===== src/core/lst_pkg.sv =====
// Package with timing field widths, reset values and state codes
package lst_pkg;
   localparam int CNT_W = 12;
   localparam logic [11:0] DEF_ZERO = 12'h000;
   localparam logic [11:0] CNT_ONE = 12'h001;
   localparam logic [1:0] PIX_DIV_HALF = 2'h1;
   localparam logic [3:0] FRAME_SYNC_POS = 4'h0;
   localparam logic [3:0] LINE_SYNC_POS = 4'h1;
   localparam logic [3:0] PIXEL_VALID_POS = 4'h2;
   localparam logic [3:0] CAPTURE_BITS = 4'h3;
   typedef enum logic [1:0] {
      LST_IDLE = 2'b00,
      LST_RUN = 2'b01
   } lst_state_t;
endpackage


===== src/core/lst_timing_gen.sv =====
// Display sync timing generator driving a parallel RGB panel
// Function
// Line back porch counts pixel clocks from line sync start to first pixel
// Line front porch counts pixel clocks from last pixel to next line sync
// Vertical back porch counts lines from frame sync start to first line
// Vertical front porch counts lines from last valid line to frame sync
// Frame sync lasts the programmed number of lines
// Line sync lasts the programmed number of pixel clocks
// Each line carries exactly the programmed active width of pixels
// Each frame carries exactly the programmed active height of lines
// Line period equals active width plus both horizontal porches
// Frame period equals active height plus both vertical porches
// Frame sync polarity 0 gives active low, 1 active high
// Line sync polarity 0 gives active low, 1 active high
// Unused sync pins may be given over to other functions
// Data enable only with valid pixels; panel latches one per clock
// High clock polarity: data changes on fall, panel samples on rise
// Enable low in porches and syncs; runs continuously, restarts per frame
`timescale 1ns/1ps
module lst_timing_gen #(
   parameter int W = lst_pkg::CNT_W,
   parameter int CAP_DEPTH = 4
) (
   input wire logic core_clk_in,
   input wire logic rstn_in,
   input wire logic enable_in,
   input wire logic [W-1:0] h_back_porch_in,
   input wire logic [W-1:0] h_front_porch_in,
   input wire logic [W-1:0] h_sync_width_in,
   input wire logic [W-1:0] h_active_in,
   input wire logic [W-1:0] v_back_porch_in,
   input wire logic [W-1:0] v_front_porch_in,
   input wire logic [W-1:0] v_sync_width_in,
   input wire logic [W-1:0] v_active_in,
   input wire logic frame_sync_pol_in,
   input wire logic line_sync_pol_in,
   input wire logic pixel_clock_out_pol_in,
   input wire logic frame_sync_alt_in,
   input wire logic line_sync_alt_in,
   input wire logic frame_alt_data_in,
   input wire logic dma_debug_event_alt_in,
   input wire logic [1:0] cap_sel_in,
   output logic frame_sync_pin_out,
   output logic line_sync_pin_out,
   output logic pixel_valid_out,
   output logic pixel_clock_out,
   output logic pixel_strobe_out,
   output logic running_out,
   output logic [2:0] cap_data_out
);
   localparam int AW = $clog2(CAP_DEPTH);

   // Compare a count against a sum of two settings without overflow
   function automatic logic [W:0] add2(input logic [W-1:0] a,
                                       input logic [W-1:0] b);
      add2 = {1'b0, a} + {1'b0, b};
   endfunction

   lst_pkg::lst_state_t state_reg, state_next;
   logic [1:0] div_reg, div_next;
   logic [W:0] h_cnt_reg, h_cnt_next;
   logic [W:0] v_cnt_reg, v_cnt_next;
   logic fs_reg, fs_next;
   logic ls_reg, ls_next;
   logic de_reg, de_next;
   logic pclk_reg, pclk_next;
   logic stb_reg, stb_next;
   logic run_reg, run_next;
   logic [AW-1:0] cap_ptr_reg, cap_ptr_next;
   logic [W:0] h_total, v_total;
   logic [W:0] h_ab, v_ab;
   logic h_end, v_end, phase;
   logic h_act, v_act, h_sync, v_sync;

   // Pixel period is two core clocks: one phase drives, the other samples
   assign phase = (div_reg == lst_pkg::PIX_DIV_HALF);
   // Active plus back porch sums wrap at the field width; settings are kept small enough
   assign h_ab = add2(h_active_in, h_back_porch_in);
   assign h_total = add2(h_ab[W-1:0], h_front_porch_in);
   assign v_ab = add2(v_active_in, v_back_porch_in);
   assign v_total = add2(v_ab[W-1:0], v_front_porch_in);
   assign h_end = (h_cnt_reg + {lst_pkg::DEF_ZERO, 1'b1} >= h_total);
   assign v_end = (v_cnt_reg + {lst_pkg::DEF_ZERO, 1'b1} >= v_total);
   // Sync width lies inside the back porch, counted from sync start
   assign h_sync = (h_cnt_reg < {1'b0, h_sync_width_in});
   assign v_sync = (v_cnt_reg < {1'b0, v_sync_width_in});
   assign h_act = (h_cnt_reg >= {1'b0, h_back_porch_in}) &&
                  (h_cnt_reg < add2(h_back_porch_in, h_active_in));
   assign v_act = (v_cnt_reg >= {1'b0, v_back_porch_in}) &&
                  (v_cnt_reg < add2(v_back_porch_in, v_active_in));

   always_comb begin
      state_next = state_reg;
      div_next = div_reg;
      h_cnt_next = h_cnt_reg;
      v_cnt_next = v_cnt_reg;
      run_next = run_reg;
      case (state_reg)
         lst_pkg::LST_IDLE: begin
            div_next = '0;
            h_cnt_next = '0;
            v_cnt_next = '0;
            run_next = 1'b0;
            if (enable_in) begin
               state_next = lst_pkg::LST_RUN;
            end
         end
         lst_pkg::LST_RUN: begin
            run_next = 1'b1;
            div_next = phase ? 2'h0 : div_reg + 2'h1;
            if (phase) begin
               if (h_end) begin
                  h_cnt_next = '0;
                  v_cnt_next = v_end ? '0 : v_cnt_reg + 1'b1;
               end else begin
                  h_cnt_next = h_cnt_reg + 1'b1;
               end
            end
            if (!enable_in) begin
               state_next = lst_pkg::LST_IDLE;
            end
         end
         default: begin
            state_next = lst_pkg::LST_IDLE;
         end
      endcase
   end

   always_comb begin
      fs_next = fs_reg;
      ls_next = ls_reg;
      de_next = de_reg;
      pclk_next = pixel_clock_out_pol_in;
      stb_next = 1'b0;
      if (state_reg != lst_pkg::LST_RUN) begin
         fs_next = ~frame_sync_pol_in;
         ls_next = ~line_sync_pol_in;
         de_next = 1'b0;
      end else if (!phase) begin
         // Drive edge: data, sync and enable change here
         pclk_next = ~pixel_clock_out_pol_in;
         fs_next = v_sync ? frame_sync_pol_in : ~frame_sync_pol_in;
         ls_next = h_sync ? line_sync_pol_in : ~line_sync_pol_in;
         de_next = h_act && v_act;
      end else begin
         // Sample edge for the panel
         pclk_next = pixel_clock_out_pol_in;
         stb_next = de_reg;
      end
      // Pins handed over to other use when no sync is wanted
      if (frame_sync_alt_in) begin
         fs_next = frame_alt_data_in;
      end
      if (line_sync_alt_in) begin
         ls_next = dma_debug_event_alt_in;
      end
   end

   always_comb begin
      cap_ptr_next = cap_ptr_reg;
      if (phase && h_end && v_end) begin
         cap_ptr_next = cap_ptr_reg + 1'b1;
      end
   end

   always_ff @(posedge core_clk_in or negedge rstn_in) begin
      if (!rstn_in) begin
         state_reg <= lst_pkg::LST_IDLE;
         div_reg <= 2'h0;
         h_cnt_reg <= '0;
         v_cnt_reg <= '0;
         fs_reg <= 1'b1;
         ls_reg <= 1'b1;
         de_reg <= 1'b0;
         pclk_reg <= 1'b0;
         stb_reg <= 1'b0;
         run_reg <= 1'b0;
         cap_ptr_reg <= '0;
      end else begin
         state_reg <= state_next;
         div_reg <= div_next;
         h_cnt_reg <= h_cnt_next;
         v_cnt_reg <= v_cnt_next;
         fs_reg <= fs_next;
         ls_reg <= ls_next;
         de_reg <= de_next;
         pclk_reg <= pclk_next;
         stb_reg <= stb_next;
         run_reg <= run_next;
         cap_ptr_reg <= cap_ptr_next;
      end
   end

   assign frame_sync_pin_out = fs_reg;
   assign line_sync_pin_out = ls_reg;
   assign pixel_valid_out = de_reg;
   assign pixel_clock_out = pclk_reg;
   assign pixel_strobe_out = stb_reg;
   assign running_out = run_reg;

   // Snapshot of the pin levels at each frame end, for software inspection
   lst_cap_mem #(
      .DEPTH(CAP_DEPTH),
      .WIDTH(3)
   ) u_cap (
      .core_clk_in(core_clk_in),
      .rstn_in(rstn_in),
      .wr_in(phase && h_end && v_end),
      .waddr_in(cap_ptr_reg),
      .wdata_in({de_reg, ls_reg, fs_reg}),
      .raddr_in(cap_sel_in[AW-1:0]),
      .rdata_out(cap_data_out)
   );

   logic [W:0] de_run_reg;
   always_ff @(posedge core_clk_in or negedge rstn_in) begin
      if (!rstn_in) begin
         de_run_reg <= '0;
      end else if (stb_reg) begin
         de_run_reg <= de_run_reg + 1'b1;
      end else if (!de_reg) begin
         de_run_reg <= '0;
      end
   end
endmodule // lst_timing_gen


===== src/core/lst_cap_mem.sv =====
// Small memory that records the last few sync and valid snapshots
`timescale 1ns/1ps
module lst_cap_mem #(
   parameter int DEPTH = 4,
   parameter int WIDTH = 3
) (
   input wire logic core_clk_in,
   input wire logic rstn_in,
   input wire logic wr_in,
   input wire logic [$clog2(DEPTH)-1:0] waddr_in,
   input wire logic [WIDTH-1:0] wdata_in,
   input wire logic [$clog2(DEPTH)-1:0] raddr_in,
   output logic [WIDTH-1:0] rdata_out
);
   logic [WIDTH-1:0] mem_reg [DEPTH];
   always_ff @(posedge core_clk_in) begin
      if (wr_in) begin
         mem_reg[waddr_in] <= wdata_in;
      end
   end
   always_ff @(posedge core_clk_in or negedge rstn_in) begin
      if (!rstn_in) begin
         rdata_out <= '0;
      end else begin
         rdata_out <= mem_reg[raddr_in];
      end
   end
endmodule // lst_cap_mem


===== config.mk =====
export PLATFORM = sky130hd
export DESIGN_NAME = lst_timing_gen
export DESIGN_NICKNAME = d
export VERILOG_FILES = /design/src/core/lst_pkg.sv /design/src/core/lst_timing_gen.sv /design/src/core/lst_cap_mem.sv
export SDC_FILE = /design/constraint.sdc
export NUM_CORES = 1
export LEC_CHECK = 0
export ABC_AREA = 1
export BUFFER_PORTS_ARGS = -buffer_cell sky130_fd_sc_hd__buf_2
export CAP_MARGIN = 20
export CORE_MARGIN = 5
export CORE_UTILIZATION = 35
export DETAILED_ROUTE_END_ITERATION = 10
export HOLD_SLACK_MARGIN = 0.08
export SLEW_MARGIN = 40
export SYNTH_ARGS = -nofsm -noshare
export SYNTH_HDL_FRONTEND = slang
export SYNTH_SLANG_ARGS = --single-unit
export TNS_END_PERCENT = 1

===== constraint.sdc =====
create_clock -name core_clk_in -period 4.3 [get_ports core_clk_in]
set_clock_uncertainty 0.05 [all_clocks]
set_input_delay 0.86 -clock core_clk_in [delete_from_list [all_inputs] [get_ports core_clk_in]]
set_output_delay 0.86 -clock core_clk_in [all_outputs]
set_load 0.05 [all_outputs]

==> qor.csv, run 1 <==
metric,value,unit
DR pass1 iterations,5,
vias,7648,
Max VDD drop,0.130,mV
Pwr Total,2.47,mW
area of the core,0.0211,mm²
num rows,53,
IO Count,117,
grt ovf,0,
CTS max path bufs,2,
max cap viols,0,
Clock Sink Count,52,
H-tree depth,2,
Syn Nets,1372,
number of global-route vias before repair,7235,
Final nets,1621,
Setup crit end kind,register,
post-DR vias/cell,4.68,
WP data arrival,4.39,ns
Synth-to-Final Area Change,36.3,%
DRC Markers,0,
WL final,20800,µm
first-pass GRT wire length,33400,µm
Hold Buf Count CTS,0,
most frequent cells in the layout,"246 x nand2_1, 195 x inv_1, 135 x ha_1",
"Reg clk slew, reported paths",0.07,ns
Max Freq,0.236,GHz
Hold WC Path Type,register to register,
register area share after synthesis,18.1,%
CP Max Fanout,5,
gpl congestion,0.859,
Syn Area/Cell,6.79,µm²
TritonCTS Buffers,5,
initial core utilization,35.7,%
Pwr Density,240,mW/mm²
GR Util All Layers,16.4,%
IO Port Bufs,116,
Iteration-0 DRC Markers,245,
CP Class,input port to register,
diode count,0,
Root Driver,clkbuf_16,
largest net degree at the start of global routing,41,
Tmin final,4.23,ns
CP peak stage delay,0.42,ns
cell count after placement,1618,
Least-Margin Pin Slew,0.616,ns
most frequent CP cell,nand2_1,
antenna violations before repair,0,
setup TNS,0,ns
Die Width,157,µm
RSZ-0062 raised after global routing,yes,
Syn Inst Count,1109,
"commonest non-fill, non-tap cell in the layout",nand2_1,
Die ar.,0.0245,mm²
Static Leak,5.81,nW
"Cell Area, Synth",0.00753,mm²
WL/cell,12.7,µm
DP HPWL,17600,µm
final hold viol count,0,
"Clk Latency, worst-skew pair",0.30,ns
critical path required time,4.46,ns
final std cells w/o fill,1634,
relative slew slack,59.0,%
final slew viol count,0,
Yosys reg bits,52,
Cell variety after synth,42,
CTS tree,done,
Slowest cell on crit path,fa_2,
fillers,2130,
Post-DRT Antenna Nets,0,
ratio of cells with drive above 1 in the final layout,28.4,%
Die H,157,µm
fin crit share,98.4,%
status,finished clean,
type of origin of the critical path,input port,
yosys warns,0,
Finish-stage setup viols,0,
-- final timing paths --
check | startpoint | endpoint | slack (ns) | cells past startpoint
worst max-delay path | h_back_porch_in[0] | h_cnt_reg[1]$_DFFE_PN0P_ | 0.07 | 27
worst min-delay path | div_reg[0]$_DFF_PN0_ | div_reg[0]$_DFF_PN0_ | 0.40 | 1
worst max register to register | v_cnt_reg[1]$_DFFE_PN0P_ | u_cap.mem_reg[0][2]$_DFFE_PP_ | 1.11 | 14
worst min register to register | div_reg[0]$_DFF_PN0_ | div_reg[0]$_DFF_PN0_ | 0.40 | 1
max in group asynchronous | rstn_in | line_sync_pin_out$_DFFE_PN1P_ | 3.33 | 1
min in group asynchronous | rstn_in | h_cnt_reg[0]$_DFFE_PN0P_ | 0.49 | 1
-- final cells by class --
| type | count | area [µm²] | area share [%] |
|---|---|---|---|
| Multi-Input combinational cell | 840 | 5960 | 58.1 |
| Timing Repair Buffer | 253 | 1670 | 16.2 |
| Sequential cell | 52 | 1360 | 13.3 |
| Inverter | 206 | 776 | 7.56 |
| Tap cell | 275 | 344 | 3.35 |
| Clock buffer | 5 | 125 | 1.22 |
| Clock inverter | 3 | 26.3 | 0.256 |
-- worst max-delay path: cells and delay by family --
kind / cells / cell delay, ns
AO/OA/AOI/OAI: 4 / 0.55
adder cells (fa/ha/maj): 4 / 1.21
AND/OR/NAND/NOR: 9 / 0.71
buffers and inverters: 8 / 0.73
XOR/XNOR: 2 / 0.32
-- cells by family after synthesis --
| kind of cell | after synthesis | synth area share [%] |
|---|---|---|
| AND/OR/NAND/NOR | 485 | 27.5 |
| buffers and inverters | 217 | 11.1 |
| adder cells (fa/ha/maj) | 155 | 26.2 |
| AO/OA/AOI/OAI | 142 | 10.4 |
| XOR/XNOR | 58 | 6.75 |
| flip-flops | 52 | 18.1 |
-- metal layers --
layer  routed length, µm  global-route usage, %
met1                9710                   22.5
met2               10000                   27.8
met3                 769                   1.69
met4                 308                   3.68
met5                   0                      0
-- report_power, final --
part           switching, mW  internal, mW
combinational          0.790         0.720
sequential            0.0200         0.521
clock                  0.194         0.220
-- cell usage after synthesis, drive strengths merged --
cell / count / share of area [%]
a21oi: 67 / 4.5
a31oi: 6 / 0.50
xnor2: 18 / 2.1
o211ai: 1 / 0.10
nand2: 270 / 14
inv: 206 / 10
or2: 2 / 0.17
buf: 6 / 0.56
a22oi: 2 / 0.20
clkbuf: 5 / 0.25
o21bai: 4 / 0.40
edfxtp: 12 / 4.8
nand3b: 1 / 0.10
o21a: 3 / 0.30
ha: 151 / 25
xor2: 40 / 4.7
nand3: 73 / 5.1
o31ai: 2 / 0.27
dfrtp: 38 / 13
nor2: 96 / 5.1
a21o: 8 / 0.80
nor3: 17 / 1.3
o22ai: 4 / 0.33
o21ai: 45 / 3.0
fa: 4 / 1.1
nand4: 26 / 2.2
dfstp: 2 / 0.70
-- per-stage QoR --
step | setup WS [ns] | util [%] | cell area (µm²) | hold slack, ns
after floorplan | -0.0411 | - | 7530 | 0.305
after detailed placement | -0.512 | 44.5 | 9380 | 0.392
after CTS | -0.00396 | 45.7 | 9650 | 0.401
after global routing | -0.185 | 48.7 | 10300 | 0.441
final | 0.0687 | 48.7 | 10300 | 0.401
after global placement | -0.427 | 44.4 | 9370 | 0.392
-- what timing repair did --
action                     4_1_cts  5_1_grt
pin swaps                        7       56
gates resized for setup         25      114
setup endpoints to repair       39       40
cloned                           0        1
setup buffers                    1        6
(Power assumes the default switching activity.)
==> run 2: changes to the inputs <==
BUFFER_PORTS_ARGS = not set   (was -buffer_cell sky130_fd_sc_hd__buf_2)
DONT_BUFFER_PORTS = 1   (was not set)
==> qor.csv, run 2 (same netlist as run 1, synthesis figures left out) <==
metric,value,unit,change
setup ws final,0.185,ns,+0.116 ns
largest net degree at the start of global routing,41,,unchanged
Clock Sink Count,52,,unchanged
Die ar.,0.0245,mm²,unchanged
CP startpoint,v_back_porch_in[0],,
IO Count,117,,unchanged
TritonCTS Buffers,5,,unchanged
Static Leak,5.18,nW,-11%
Pwr Density,249,mW/mm²,+3.6%
NetSw,942,µW,-6.1%
post-layout util,44.2,%,-4.4 points
worst-path cell chain,ha_4 > fa_2 > nand3_2 > nand2_2 > inv_2 > o21ai_1 > xor2_1 > ha_1 > a21oi_2 > o21ai_2 > inv_1 > nand2_2 > nand2_1 > nand2_1 > xnor2_1 > ha_1 > nand2_2 > nor2_4 > nand3_2 > inv_2 > nor2_2 > nand2_2 > nand3_4 > nor2_4,,
Least-Margin Pin Slew,0.649,ns,+0.0332 ns
RSZ-0062 raised after global routing,yes,,
Die H,157,µm,unchanged
Crit path max-delay family,adder cells,,
Post-DRT Antenna Nets,0,,unchanged
WL final,20900,µm,+0.50%
fin crit share,95.7,%,-2.7 points
Root Driver,clkbuf_16,,
Max Freq,0.243,GHz,+2.8%
most frequent cells in the layout,"246 x nand2_1, 197 x inv_1, 139 x ha_1",,
reg2reg start,v_cnt_reg[1]$_DFFE_PN0P_,,
grt ovf,0,,unchanged
DP Worst Slack,-0.436,ns,+0.0761 ns
type of origin of the critical path,input port,,
CP Class,input port to register,,
WP data arrival,4.07,ns,-0.32 ns
"commonest non-fill, non-tap cell in the layout",nand2_1,,
H-tree depth,2,,unchanged
critical path required time,4.26,ns,-0.20 ns
IO Port Bufs,0,,-100%
CP peak stage delay,0.36,ns,-0.06 ns
final slew viol count,0,,unchanged
Comb power frac,58.1,%,-3.1 points
worst r2r dst,u_cap.mem_reg[2][2]$_DFFE_PP_,,
sw frac,40.6,%,-0.12 points
DRC Markers,0,,unchanged
Slowest cell on crit path,fa_2,,
max cap viols,0,,unchanged
Final nets,1477,,-8.9%
number of global-route vias before repair,7021,,-3.0%
GR Util All Layers,16.5,%,+0.15 points
Tmin final,4.12,ns,-0.116 ns
post-DR vias/cell,4.80,,+2.6%
Max VDD drop,0.124,mV,-5.1%
final hold viol count,0,,unchanged
DP HPWL,17600,µm,+0.12%
Pint,1.38,mW,-5.7%
DR pass1 iterations,5,,unchanged
"Clk Latency, worst-skew pair",0.30,ns,about the same
initial core utilization,35.7,%,unchanged
Buffers & Inverters on Critical Path,3,,-5
vias,7157,,-6.4%
Iteration-0 DRC Markers,292,,+19%
ratio of cells with drive above 1 in the final layout,18.9,%,-9.5 points
Finish-stage setup viols,0,,unchanged
first-pass GRT wire length,33400,µm,about the same
Clk pwr share,17.7,%,+0.9 points
WL/cell,14.0,µm,+10%
Reg2Reg Setup Slack,1.13,ns,+0.02 ns
CTS tree,done,,
"Reg clk slew, reported paths",0.07,ns,about the same
status,finished clean,,
Die Width,157,µm,unchanged
R2R depth,14,,unchanged
num rows,53,,unchanged
relative slew slack,56.7,%,-2.2 points
area of the core,0.0211,mm²,unchanged
CP Max Fanout,5,,unchanged
most frequent CP cell,nand2_2,,
Seq pwr share,24.2,%,+2.2 points
Synth-to-Final Area Change,23.8,%,
Worst Setup EP,u_cap.mem_reg[2][2]$_DFFE_PP_,,
gpl congestion,0.837,,-2.5%
CTS max path bufs,2,,unchanged
Setup crit end kind,register,,
antenna violations before repair,0,,unchanged
CP Depth,24,,-11%
Hold WC Path Type,input port to async pin,,
diode count,0,,unchanged
==> run 2: final cells by class <==
class | instances | area [µm²]
Clock buffer | 5 | 125
Timing Repair Buffer | 109 | 856
Sequential cell | 52 | 1360
Fill cell | 2183 | 11800
Tap cell | 275 | 344
Multi-Input combinational cell | 840 | 5840
Clock inverter | 3 | 25.0
Inverter | 206 | 773
==> run 2: through the flow <==
step	area (µm²)	instances	hold slack [ns]	power, mW	TNS [ns]
global placement	8570	1473	0.389	1.74	-9.30
floorplan	7530	1109	0.305	1.34	-0.493
CTS	8760	1481	0.191	2.18	-0.0832
detailed placement	8570	1473	0.397	1.76	-12.04
global route	9320	1490	0.190	2.53	-1.37
finish	9320	1490	0.200	2.32	0
==> run 2: worst min path at each step <==
stage / endpoint / slack [ns] / depth (start not counted)
after floorplan: running_out$_DFF_PN0_ / 0.30 / 0
after global placement: div_reg[0]$_DFF_PN0_ / 0.39 / 1
after detailed placement: div_reg[0]$_DFF_PN0_ / 0.40 / 1
after CTS: h_cnt_reg[0]$_DFFE_PN0P_ / 0.19 / 0
after global routing: div_reg[0]$_DFF_PN0_ / 0.19 / 0
final: h_cnt_reg[0]$_DFFE_PN0P_ / 0.20 / 0
==> run 2: repair_timing <==
item	CTS	global route
cloned	0	1
pin swaps	0	46
setup buffers	0	8
gates resized for setup	10	106
setup endpoints to repair	15	40
hold buffers	0	0
hold endpoints to repair	0	0
==> run 2: power by group through the flow <==
stage | clock [mW] | combinational (mW) | sequential [mW]
3_5_place_dp | 0 | 1.19 | 0.573
3_3_place_gp | 0 | 1.17 | 0.572
4_1_cts | 0.424 | 1.20 | 0.563
5_1_grt | 0.442 | 1.53 | 0.565
2_1_floorplan | 0 | 0.773 | 0.564
6_report | 0.410 | 1.35 | 0.563
==> run 2: routing by layer <==
metal | global-route usage [%] | vias to the layer above | part of all wire (%)
met5 | 0 | - | 0
met4 | 2.69 | 0 | 1.2
met3 | 3.10 | 17 | 5.3
met2 | 28.8 | 141 | 48
met1 | 21.6 | 3186 | 45
li1 | - | 3813 | -
